File: config.mk
export PLATFORM = sky130hd
export DESIGN_NAME = conditional_branch_exec
export DESIGN_NICKNAME = d
export VERILOG_FILES = /design/src/hw/branch_pkg.sv /design/src/hw/branch_timing.sv /design/src/hw/conditional_branch_exec.sv
export SDC_FILE = /design/constraint.sdc
export NUM_CORES = 1
export LEC_CHECK = 0
export ABC_AREA = 1
export BUFFER_PORTS_ARGS = -buffer_cell sky130_fd_sc_hd__buf_2
export CAP_MARGIN = 20
export CORE_MARGIN = 5
export CORE_UTILIZATION = 45
export CTS_BUF_LIST = sky130_fd_sc_hd__clkbuf_4
export DETAILED_ROUTE_END_ITERATION = 7
export PLACE_DENSITY_LB_ADDON = 0.12
export RECOVER_POWER = 50
export SKIP_LAST_GASP = 1
export SYNTH_ARGS = -nofsm -noshare
export SYNTH_HDL_FRONTEND = slang
export SYNTH_SLANG_ARGS = --single-unit
File: constraint.sdc
create_clock -name sys_clk -period 4.8 [get_ports sys_clk]
set_input_delay 0.24 -clock sys_clk [delete_from_list [all_inputs] [get_ports sys_clk]]
set_output_delay 0.24 -clock sys_clk [all_outputs]
set_load 0.02 [all_outputs]
File: src/hw/branch_pkg.sv
// Shared types and constants for the conditional relative branch execution unit.
package branch_pkg;

  // ---------------------------------------------------------------------------
  // Instruction forms and operand classes
  // ---------------------------------------------------------------------------
  typedef enum logic [3:0] {
    JUMP_ON_BIT_SET_SHORT        = 4'h0,
    JUMP_ON_BIT_SET_LONG         = 4'h1,
    JUMP_ON_BIT_CLEAR_SHORT      = 4'h2,
    JUMP_ON_BIT_CLEAR_LONG       = 4'h3,
    JUMP_ON_BIT_SET_THEN_CLEAR_S = 4'h4,
    JUMP_ON_BIT_SET_THEN_CLEAR_L = 4'h5,
    JUMP_ON_ACC_ZERO             = 4'h6,
    JUMP_ON_ACC_NONZERO          = 4'h7,
    COMPARE_JUMP_ACC_DIR         = 4'h8,
    COMPARE_JUMP_ACC_IMM         = 4'h9,
    COMPARE_JUMP_REG_IMM         = 4'hA,
    COMPARE_JUMP_IND_IMM         = 4'hB,
    DECREMENT_JUMP_REG           = 4'hC,
    DECREMENT_JUMP_DIR           = 4'hD
  } form_t;

  typedef enum logic [1:0] {
    OPND_PLAIN  = 2'h0,
    OPND_PORT   = 2'h1,
    OPND_PERIPH = 2'h2
  } opnd_class_t;

  // ---------------------------------------------------------------------------
  // Encoding lengths and not-taken state counts, indexed by form
  // ---------------------------------------------------------------------------
  localparam int NUM_FORMS = 14;
  localparam logic [2:0] LEN_BIN [NUM_FORMS] =
    '{3'h3, 3'h5, 3'h3, 3'h5, 3'h3, 3'h5, 3'h2, 3'h2, 3'h3, 3'h3, 3'h3, 3'h3, 3'h2, 3'h3};
  localparam logic [2:0] LEN_SRC [NUM_FORMS] =
    '{3'h3, 3'h4, 3'h3, 3'h4, 3'h3, 3'h4, 3'h2, 3'h2, 3'h3, 3'h3, 3'h4, 3'h4, 3'h3, 3'h3};
  localparam logic [3:0] NT_BIN [NUM_FORMS] =
    '{4'h2, 4'h4, 4'h2, 4'h4, 4'h4, 4'h7, 4'h2, 4'h2, 4'h2, 4'h2, 4'h2, 4'h3, 4'h2, 4'h3};
  localparam logic [3:0] NT_SRC [NUM_FORMS] =
    '{4'h2, 4'h3, 4'h2, 4'h3, 4'h4, 4'h6, 4'h2, 4'h2, 4'h2, 4'h2, 4'h3, 4'h4, 4'h3, 4'h3};

  // State penalties.
  localparam logic [3:0] TAKEN_EXTRA     = 4'h3;
  localparam logic [3:0] PORT_EXTRA      = 4'h1;
  localparam logic [3:0] PERIPH_EXTRA    = 4'h2;
  localparam logic [3:0] DEC_PORT_EXTRA  = 4'h2;

  // Reset values.
  localparam logic [15:0] PC_RESET    = 16'h0000;
  localparam logic [3:0]  COUNT_RESET = 4'h0;

  // ---------------------------------------------------------------------------
  // Request and result carriers
  // ---------------------------------------------------------------------------
  typedef struct packed {
    form_t       form;
    logic        source_mode;
    opnd_class_t opnd_class;
    logic [15:0] pc;
    logic [7:0]  rel;
    logic        bit_val;
    logic [7:0]  accumulator;
    logic [7:0]  src1;
    logic [7:0]  src2;
    logic [7:0]  dest;
  } branch_req_t;

  typedef struct packed {
    logic        taken;
    logic [15:0] next_pc;
    logic        carry_we;
    logic        carry_flag;
    logic        bit_clear;
    logic        dest_we;
    logic [7:0]  dest_val;
    logic [2:0]  length;
    logic [3:0]  states;
  } branch_res_t;

endpackage

File: src/hw/branch_timing.sv
// Length and state-count lookup for one conditional branch.
`timescale 1ns/1ps
module branch_timing (
  input  wire branch_pkg::form_t       form,        // Instruction form.
  input  wire logic                    source_mode, // High in source decode mode.
  input  wire branch_pkg::opnd_class_t opnd_class,  // Operand kind.
  input  wire logic                    taken,       // Branch is taken.
  output logic [2:0]                   length,      // Encoding length in bytes.
  output logic [3:0]                   states       // Execution states.
);

  logic [3:0] base;
  logic [3:0] penalty;
  logic       bit_or_cmp;

  // Base length and not-taken cost per form and decode mode.
  // table lookup
  always_comb
  begin
    length = source_mode ? branch_pkg::LEN_SRC[form] : branch_pkg::LEN_BIN[form];
    base   = source_mode ? branch_pkg::NT_SRC[form] : branch_pkg::NT_BIN[form];
  end

  // Forms that read a direct bit or a direct compare operand.
  assign bit_or_cmp = (form <= branch_pkg::JUMP_ON_BIT_SET_THEN_CLEAR_L) ||
                      (form == branch_pkg::COMPARE_JUMP_ACC_DIR);

  // Extra states for port and peripheral register operands.
  always_comb
  begin
    penalty = 4'h0;
    if (bit_or_cmp && opnd_class == branch_pkg::OPND_PORT)
      penalty = branch_pkg::PORT_EXTRA;
    else if (bit_or_cmp && opnd_class == branch_pkg::OPND_PERIPH)
      penalty = branch_pkg::PERIPH_EXTRA;
    else if (form == branch_pkg::DECREMENT_JUMP_DIR && opnd_class == branch_pkg::OPND_PORT)
      penalty = branch_pkg::DEC_PORT_EXTRA;
  end

  assign states = base + penalty + (taken ? branch_pkg::TAKEN_EXTRA : 4'h0);

endmodule

File: src/hw/conditional_branch_exec.sv
// Execution unit for the conditional relative branch instructions.
`timescale 1ns/1ps
module conditional_branch_exec (
  input  wire logic                    sys_clk,    // Core clock.
  input  wire logic                    reset,      // Synchronous reset, active high.
  input  wire logic                    start,      // Request strobe, one cycle.
  input  wire branch_pkg::branch_req_t req,        // Request fields.
  output logic                         ready,      // Unit can take a request.
  output logic                         done,       // Result valid, one cycle.
  output branch_pkg::branch_res_t      res         // Registered result.
);

  // ---------------------------------------------------------------------------
  // Operation
  // ---------------------------------------------------------------------------
  // A request is taken at the rising edge where start and ready are both high.
  // The whole outcome is worked out from the request fields in that cycle and
  // registered at once, so the caller may change the fields afterwards.
  // The unit then stays busy for as many cycles as the branch costs states:
  // with a total cost of N, done is high in the Nth cycle after the accept
  // edge and ready returns in the cycle after that.
  // A start given while the unit is busy is ignored without any indication.
  // Only one request is in flight at a time; nothing is queued or buffered.
  // The cost already holds the taken penalty and any operand penalty, so the
  // shortest run is two cycles and the longest twelve.
  // The unit performs no memory access of its own: the caller writes the
  // tested bit, the carry flag and the decremented operand back from the
  // result, using the write enables, once done is seen.
  // The result fields hold their values until the next request is taken.
  // The two unused form codes give a branch that is never taken; their
  // length and cost are not defined and must not be relied on.

  // ---------------------------------------------------------------------------
  // Control state
  // ---------------------------------------------------------------------------
  // Idle, counting and final state of a run.
  typedef enum logic [1:0] {
    ST_IDLE = 2'b00,
    ST_RUN  = 2'b01,
    ST_LAST = 2'b11
  } state_t;

  state_t                  state_q;
  state_t                  state_d;
  logic [3:0]              count_q;
  branch_pkg::branch_res_t res_q;
  branch_pkg::branch_res_t res_d;

  logic        taken;
  logic [15:0] seq_pc;
  logic [15:0] target_pc;
  logic [7:0]  dec_val;
  logic [2:0]  len;
  logic [3:0]  states;
  logic [15:0] rel_ext;
  logic        accept;

  // ---------------------------------------------------------------------------
  // Form groups
  // ---------------------------------------------------------------------------

  // The two forms that clear the bit they test when they branch.
  function automatic logic is_set_then_clear(input branch_pkg::form_t form);
    is_set_then_clear = (form == branch_pkg::JUMP_ON_BIT_SET_THEN_CLEAR_S) ||
                        (form == branch_pkg::JUMP_ON_BIT_SET_THEN_CLEAR_L);
  endfunction

  // The four compare forms, the only ones that touch the carry flag.
  function automatic logic is_compare(input branch_pkg::form_t form);
    is_compare = (form == branch_pkg::COMPARE_JUMP_ACC_DIR) ||
                 (form == branch_pkg::COMPARE_JUMP_ACC_IMM) ||
                 (form == branch_pkg::COMPARE_JUMP_REG_IMM) ||
                 (form == branch_pkg::COMPARE_JUMP_IND_IMM);
  endfunction

  // The two decrement forms, the only ones that write an operand back.
  function automatic logic is_decrement(input branch_pkg::form_t form);
    is_decrement = (form == branch_pkg::DECREMENT_JUMP_REG) ||
                   (form == branch_pkg::DECREMENT_JUMP_DIR);
  endfunction

  // Widens the signed 8-bit displacement to the address width.
  function automatic logic [15:0] sign_extend(input logic [7:0] value);
    sign_extend = {{8{value[7]}}, value};
  endfunction

  // ---------------------------------------------------------------------------
  // Branch decision
  // ---------------------------------------------------------------------------

  // Operand minus one for the decrement forms.
  assign dec_val = req.dest - 8'h01;

  // Condition per form.
  // It is decided from the request fields as they stand in the accept cycle.
  always_comb
  begin
    taken = 1'b0;
    unique case (req.form)
      branch_pkg::JUMP_ON_BIT_SET_SHORT,
      branch_pkg::JUMP_ON_BIT_SET_LONG:          taken = req.bit_val;
      branch_pkg::JUMP_ON_BIT_CLEAR_SHORT,
      branch_pkg::JUMP_ON_BIT_CLEAR_LONG:        taken = ~req.bit_val;
      branch_pkg::JUMP_ON_BIT_SET_THEN_CLEAR_S,
      branch_pkg::JUMP_ON_BIT_SET_THEN_CLEAR_L:  taken = req.bit_val;
      branch_pkg::JUMP_ON_ACC_ZERO:              taken = (req.accumulator == 8'h00);
      branch_pkg::JUMP_ON_ACC_NONZERO:           taken = (req.accumulator != 8'h00);
      branch_pkg::COMPARE_JUMP_ACC_DIR,
      branch_pkg::COMPARE_JUMP_ACC_IMM,
      branch_pkg::COMPARE_JUMP_REG_IMM,
      branch_pkg::COMPARE_JUMP_IND_IMM:          taken = (req.src1 != req.src2);
      branch_pkg::DECREMENT_JUMP_REG,
      branch_pkg::DECREMENT_JUMP_DIR:            taken = (dec_val != 8'h00);
      default:                                   taken = 1'b0;
    endcase
  end

  // Length and cost lookup.
  branch_timing u_timing (
    .form        (req.form),
    .source_mode (req.source_mode),
    .opnd_class  (req.opnd_class),
    .taken       (taken),
    .length      (len),
    .states      (states)
  );

  // Sequential address first, then the signed displacement on a taken branch.
  // Both sums wrap at 16 bits, so a branch may cross either end of the space.
  // signed offset add
  assign rel_ext   = sign_extend(req.rel);
  assign seq_pc    = req.pc + {13'h0000, len};
  assign target_pc = seq_pc + rel_ext;

  // Result assembly, including the side effects of each form.
  always_comb
  begin
    res_d            = '0;
    res_d.taken      = taken;
    res_d.length     = len;
    res_d.states     = states;
    res_d.next_pc    = taken ? target_pc : seq_pc;
    res_d.carry_we   = is_compare(req.form);
    res_d.carry_flag = res_d.carry_we && (req.src1 < req.src2);
    res_d.bit_clear  = req.bit_val && is_set_then_clear(req.form);
    res_d.dest_we    = is_decrement(req.form);
    res_d.dest_val   = res_d.dest_we ? dec_val : 8'h00;
  end

  // ---------------------------------------------------------------------------
  // Sequencing over the state count
  // ---------------------------------------------------------------------------

  // A request is taken only while idle; a strobe during a run is dropped.
  assign accept = (state_q == ST_IDLE) && start;

  // Next-state logic: one clock cycle stands for one state.
  // The counter reads the states still to run, so the last one starts when it
  // has counted down to two; a run always lasts at least two states.
  always_comb
  begin
    state_d = state_q;
    unique case (state_q)
      ST_IDLE: if (start) state_d = (states == 4'h1) ? ST_LAST : ST_RUN;
      ST_RUN:  if (count_q == 4'h2) state_d = ST_LAST;
      ST_LAST: state_d = ST_IDLE;
      default: state_d = ST_IDLE;
    endcase
  end

  // State register.
  always_ff @(posedge sys_clk)
  begin
    if (reset)
      state_q <= ST_IDLE;
    else
      state_q <= state_d;
  end

  // Remaining-state counter, loaded with the total cost on a request.
  // The loaded cost already holds the taken and operand penalties.
  // cost counted out
  always_ff @(posedge sys_clk)
  begin
    if (reset)
      count_q <= branch_pkg::COUNT_RESET;
    else if (accept)
      count_q <= states;
    else if (state_q != ST_IDLE)
      count_q <= count_q - 4'h1;
  end

  // Result captured when the request is taken and held until the next one.
  // Nothing is captured while busy, so a dropped strobe leaves the result alone.
  always_ff @(posedge sys_clk)
  begin
    if (reset)
    begin
      res_q         <= '0;
      res_q.next_pc <= branch_pkg::PC_RESET;
    end
    else if (accept)
      res_q <= res_d;
  end

  // Handshake outputs.
  // Both come straight from the state register, so neither adds a cycle.
  assign ready = (state_q == ST_IDLE);
  assign done  = (state_q == ST_LAST);
  assign res   = res_q;

endmodule

==> summary.md <==
| Metric | Value |
|---|---|
| CP max stage delay | approximately 420 ps |
| Vias in the first global route | 3859 |
| Total GRT Usage | 0.214 |
| Part of the cycle the worst path needs | 0.810 |
| Met1 wire length | ~5.2 mm |
| DRC viols | 0 |
| CP dominant cell by count | nand2_1 |
| Hold slack | around 170 ps |
| Worst EP arrival | between 4000 and 5000 ps |
| TritonCTS Buffers | 5 |
| CTS H-tree depth | 2 |
| Initial antenna violation count | 0 |
| Boundary Pins | approximately 110 |
| Drt initial violations | ~160 |
| Die height | approximately 100 microns |
| Power per cell area | ~250 nW/um^2 |
| Final antenna-violating net count | 0 |
| Final HPWL DP | 8.77 mm |
| Cts hold-fix bufs | 0 |
| CP max stage cell | fa_1 |
| Post-synth ARST share | 0 |
| Distinct cells, synth | 43 |
| Layout Nets | around 810 |
| Clock buffer depth | 2 |
| WP data required | a little over 5000 ps |
| Setup WS pre-CTS | between 500 and 600 ps |
| Setup crit start kind | input port |
| Mapped Cells | 612 |
| Root Buffer | clkbuf_4 |
| WL met3 | about 600 microns |
| Worst slew pin tran | about 1700 ps |
| Met2 wire length | around 5 mm |
| #FFs+latches synth | 42 |
| Fin. max-slew vios | 37 |
| Design area | roughly 4400 sq um |
| Worst path buffer plus inverter count | 8 |
| Worst reg-to-reg path cell count | 8 |
| Core Area | between 8000 and 9000 sq um |
| Clk slew on worst S/H paths | roughly 130 ps |
| Starting Density | 0.463 |
| DR vias | between 4k and 5k |
| Status | finished with violations |
| WL per Instance | between 10 and 15 microns |
| Yosys top cell area share | 0.220 |
| Clk sinks | 42 |
| CTS tree | built |
| Site Rows | 33 |
| Area grow syn2layout | 15.9% |
| Resized Gates After CTS | 0 |
| Crit Path Max Fanout | 9 |
| Ys Warns | 0 |
| Largest net degree at the start of global routing | 37 |
| Post-Syn Nets | 715 |
| Clock skew | between 5 and 6 ps |
| Setup violators final | 0 |
| Setup TNS | 0 ps |
| Violated checks | capacitance limit, slew limit |
| Critical path endpoint category | flop |
| Fin. Hold Viols | 0 |
| Cell Count, Final, Fillers Out | around 820 |
| Setup Fix Bufs, Post-CTS | 0 |
| Area contributors post-synth | dfxtp_1, nand2_1, ha_1, inv_1, nor2_1 |
| Hold WC Path Type | in2reg |
| Worst path depth | 29 |
| CP top delay family | simple AND/OR/NAND/NOR gates |
| Post-synth EDFFs | 0 |
| Critical setup path kind | in2reg |
| Port buffer count | between 100 and 150 |
| Clock latency on the worst-skew pair | 350 ps |
| Relative slew slack | -0.137 |
| Diodes inserted | 0 |
| Final WL | ~11 mm |
| Global-route wire length before repair | roughly 18 mm |
| Hold Path Cell Cnt | 3 |
| Post-synthesis cell area | ~3800 sq um |
| Post-synthesis sequential area ratio | 0.220 |
| Final Wtd Congestion | between 0.9 and 1 |
| Area leader, netlist | dfxtp_1 |
| Primary FF master, synth | dfxtp_1 |
| Leakage power | ~2.3 nW |
| Layout cell share with drive strength beyond 1 | 0.144 |
| Inst Count DP | ~810 |
| Fmax | roughly 0.26 GHz |
| Top Metal Used | met4 |
| Die area | 10400 sq um |
| Avg Inst Size Synth | 6.25 sq um |
| RSZ-0062 raised after global routing | no |
| Vias per Instance | 5.11 |
| Grt total ovfl | 0 |
| Final Critical Period | between 3000 and 4000 ps |
| Maximum vdd drop | ~0.09 mV |
| First-pass DRT Iterations | 5 |
| Placed Area | approximately 4400 sq um |
| Max Cap Viol | 1 |
| Die W | 102 microns |
| Post-route setup slack | ~910 ps |
[metal layers]
layer / global-route usage / vias to the layer above
met3: 0.0109 / 9
met2: 0.369 / 126
met1: 0.292 / 1867
met4: 0.0545 / 0
li1: - / 2159
met5: 0 / -
[synthesized netlist by cell type, types with 7 or more instances]
| library cell | instances |
|---|---|
| nand4_1 | 9 |
| nand2_1 | 153 |
| o21ai_0 | 22 |
| nand3_1 | 45 |
| clkbuf_1 | 7 |
| xor2_1 | 11 |
| nor2_1 | 75 |
| xnor2_1 | 9 |
| inv_1 | 88 |
| a21oi_1 | 44 |
| ha_1 | 31 |
| dfxtp_1 | 42 |
| inv_2 | 8 |
[layout make-up]
class                           instances  area (sq um)
Clock buffer                            6          45.0
Clock inverter                          2          37.5
Fill cell                             909          3830
Inverter                               96           360
Multi-Input combinational cell        459          2540
Sequential cell                        42           841
Tap cell                              105           131
Timing Repair Buffer                  105           477
[worst reg2reg max path, cell delays in order, from the launching register on]
cell and delay, ps:
dfxtp_1 360, nor2_1 250, inv_2 110, nor2_4 100, clkbuf_1 1240, nand2_1 270
a21oi_1 230, a21oi_1 50, nor2_1 80
[sequential cells by signal, summed over array words and instances, names as in the netlist]
signal / flops
count_q: 4
res: 36
state_q: 2
[cell usage in the layout (no fill, tap or decap), types with 2 or more instances in the layout]
cell type and count:
a21o_1 2, a21oi_1 44, a21oi_2 3, a31oi_1 3, buf_2 66, clkbuf_1 39, clkbuf_4 6, dfxtp_1 42
fa_1 5, ha_1 31, inv_1 88, inv_2 8, nand2_1 153, nand2_2 4, nand3_1 45, nand3_2 3
nand3b_1 3, nand4_1 9, nor2_1 75, nor2_2 4, nor2_4 2, nor3_1 4, nor4_1 3, o211ai_1 3
o21ai_0 22, o21ai_1 5, o21bai_1 3, o22ai_1 2, xnor2_1 9, xor2_1 11
[power breakdown]
part	internal [W]	switching, W	leakage, nW
registers	0.000382	0.0000205	0.345
clock network	0.000116	0.000123	0.0419
logic	0.000173	0.000313	1.87
[worst paths after layout]
kind	start	to	slack, ps
max	req[63]	res[34]	910
min	start	state_q[0]	170
max reg2reg	state_q[0]	count_q[3]	2060
min reg2reg	res[2]	res[2]	470
[stage by stage]
stage               power [W]  utilization
floorplan            0.000761            -
global placement     0.000894        0.533
detailed placement   0.000901        0.533
CTS                   0.00114        0.543
global route          0.00122        0.537
finish                0.00113        0.537
[cells by family after synthesis]
logic type,count (synthesis),synth area share
DFF,42,0.220
AOI/OAI and AO/OA,95,0.141
buffers and inverters,111,0.116
xor gates and xnor gates,20,0.0458
and+or+nand+nor,308,0.350
adders and majority gates,36,0.128
No activity file was read; power rests on OpenSTA's default activity.
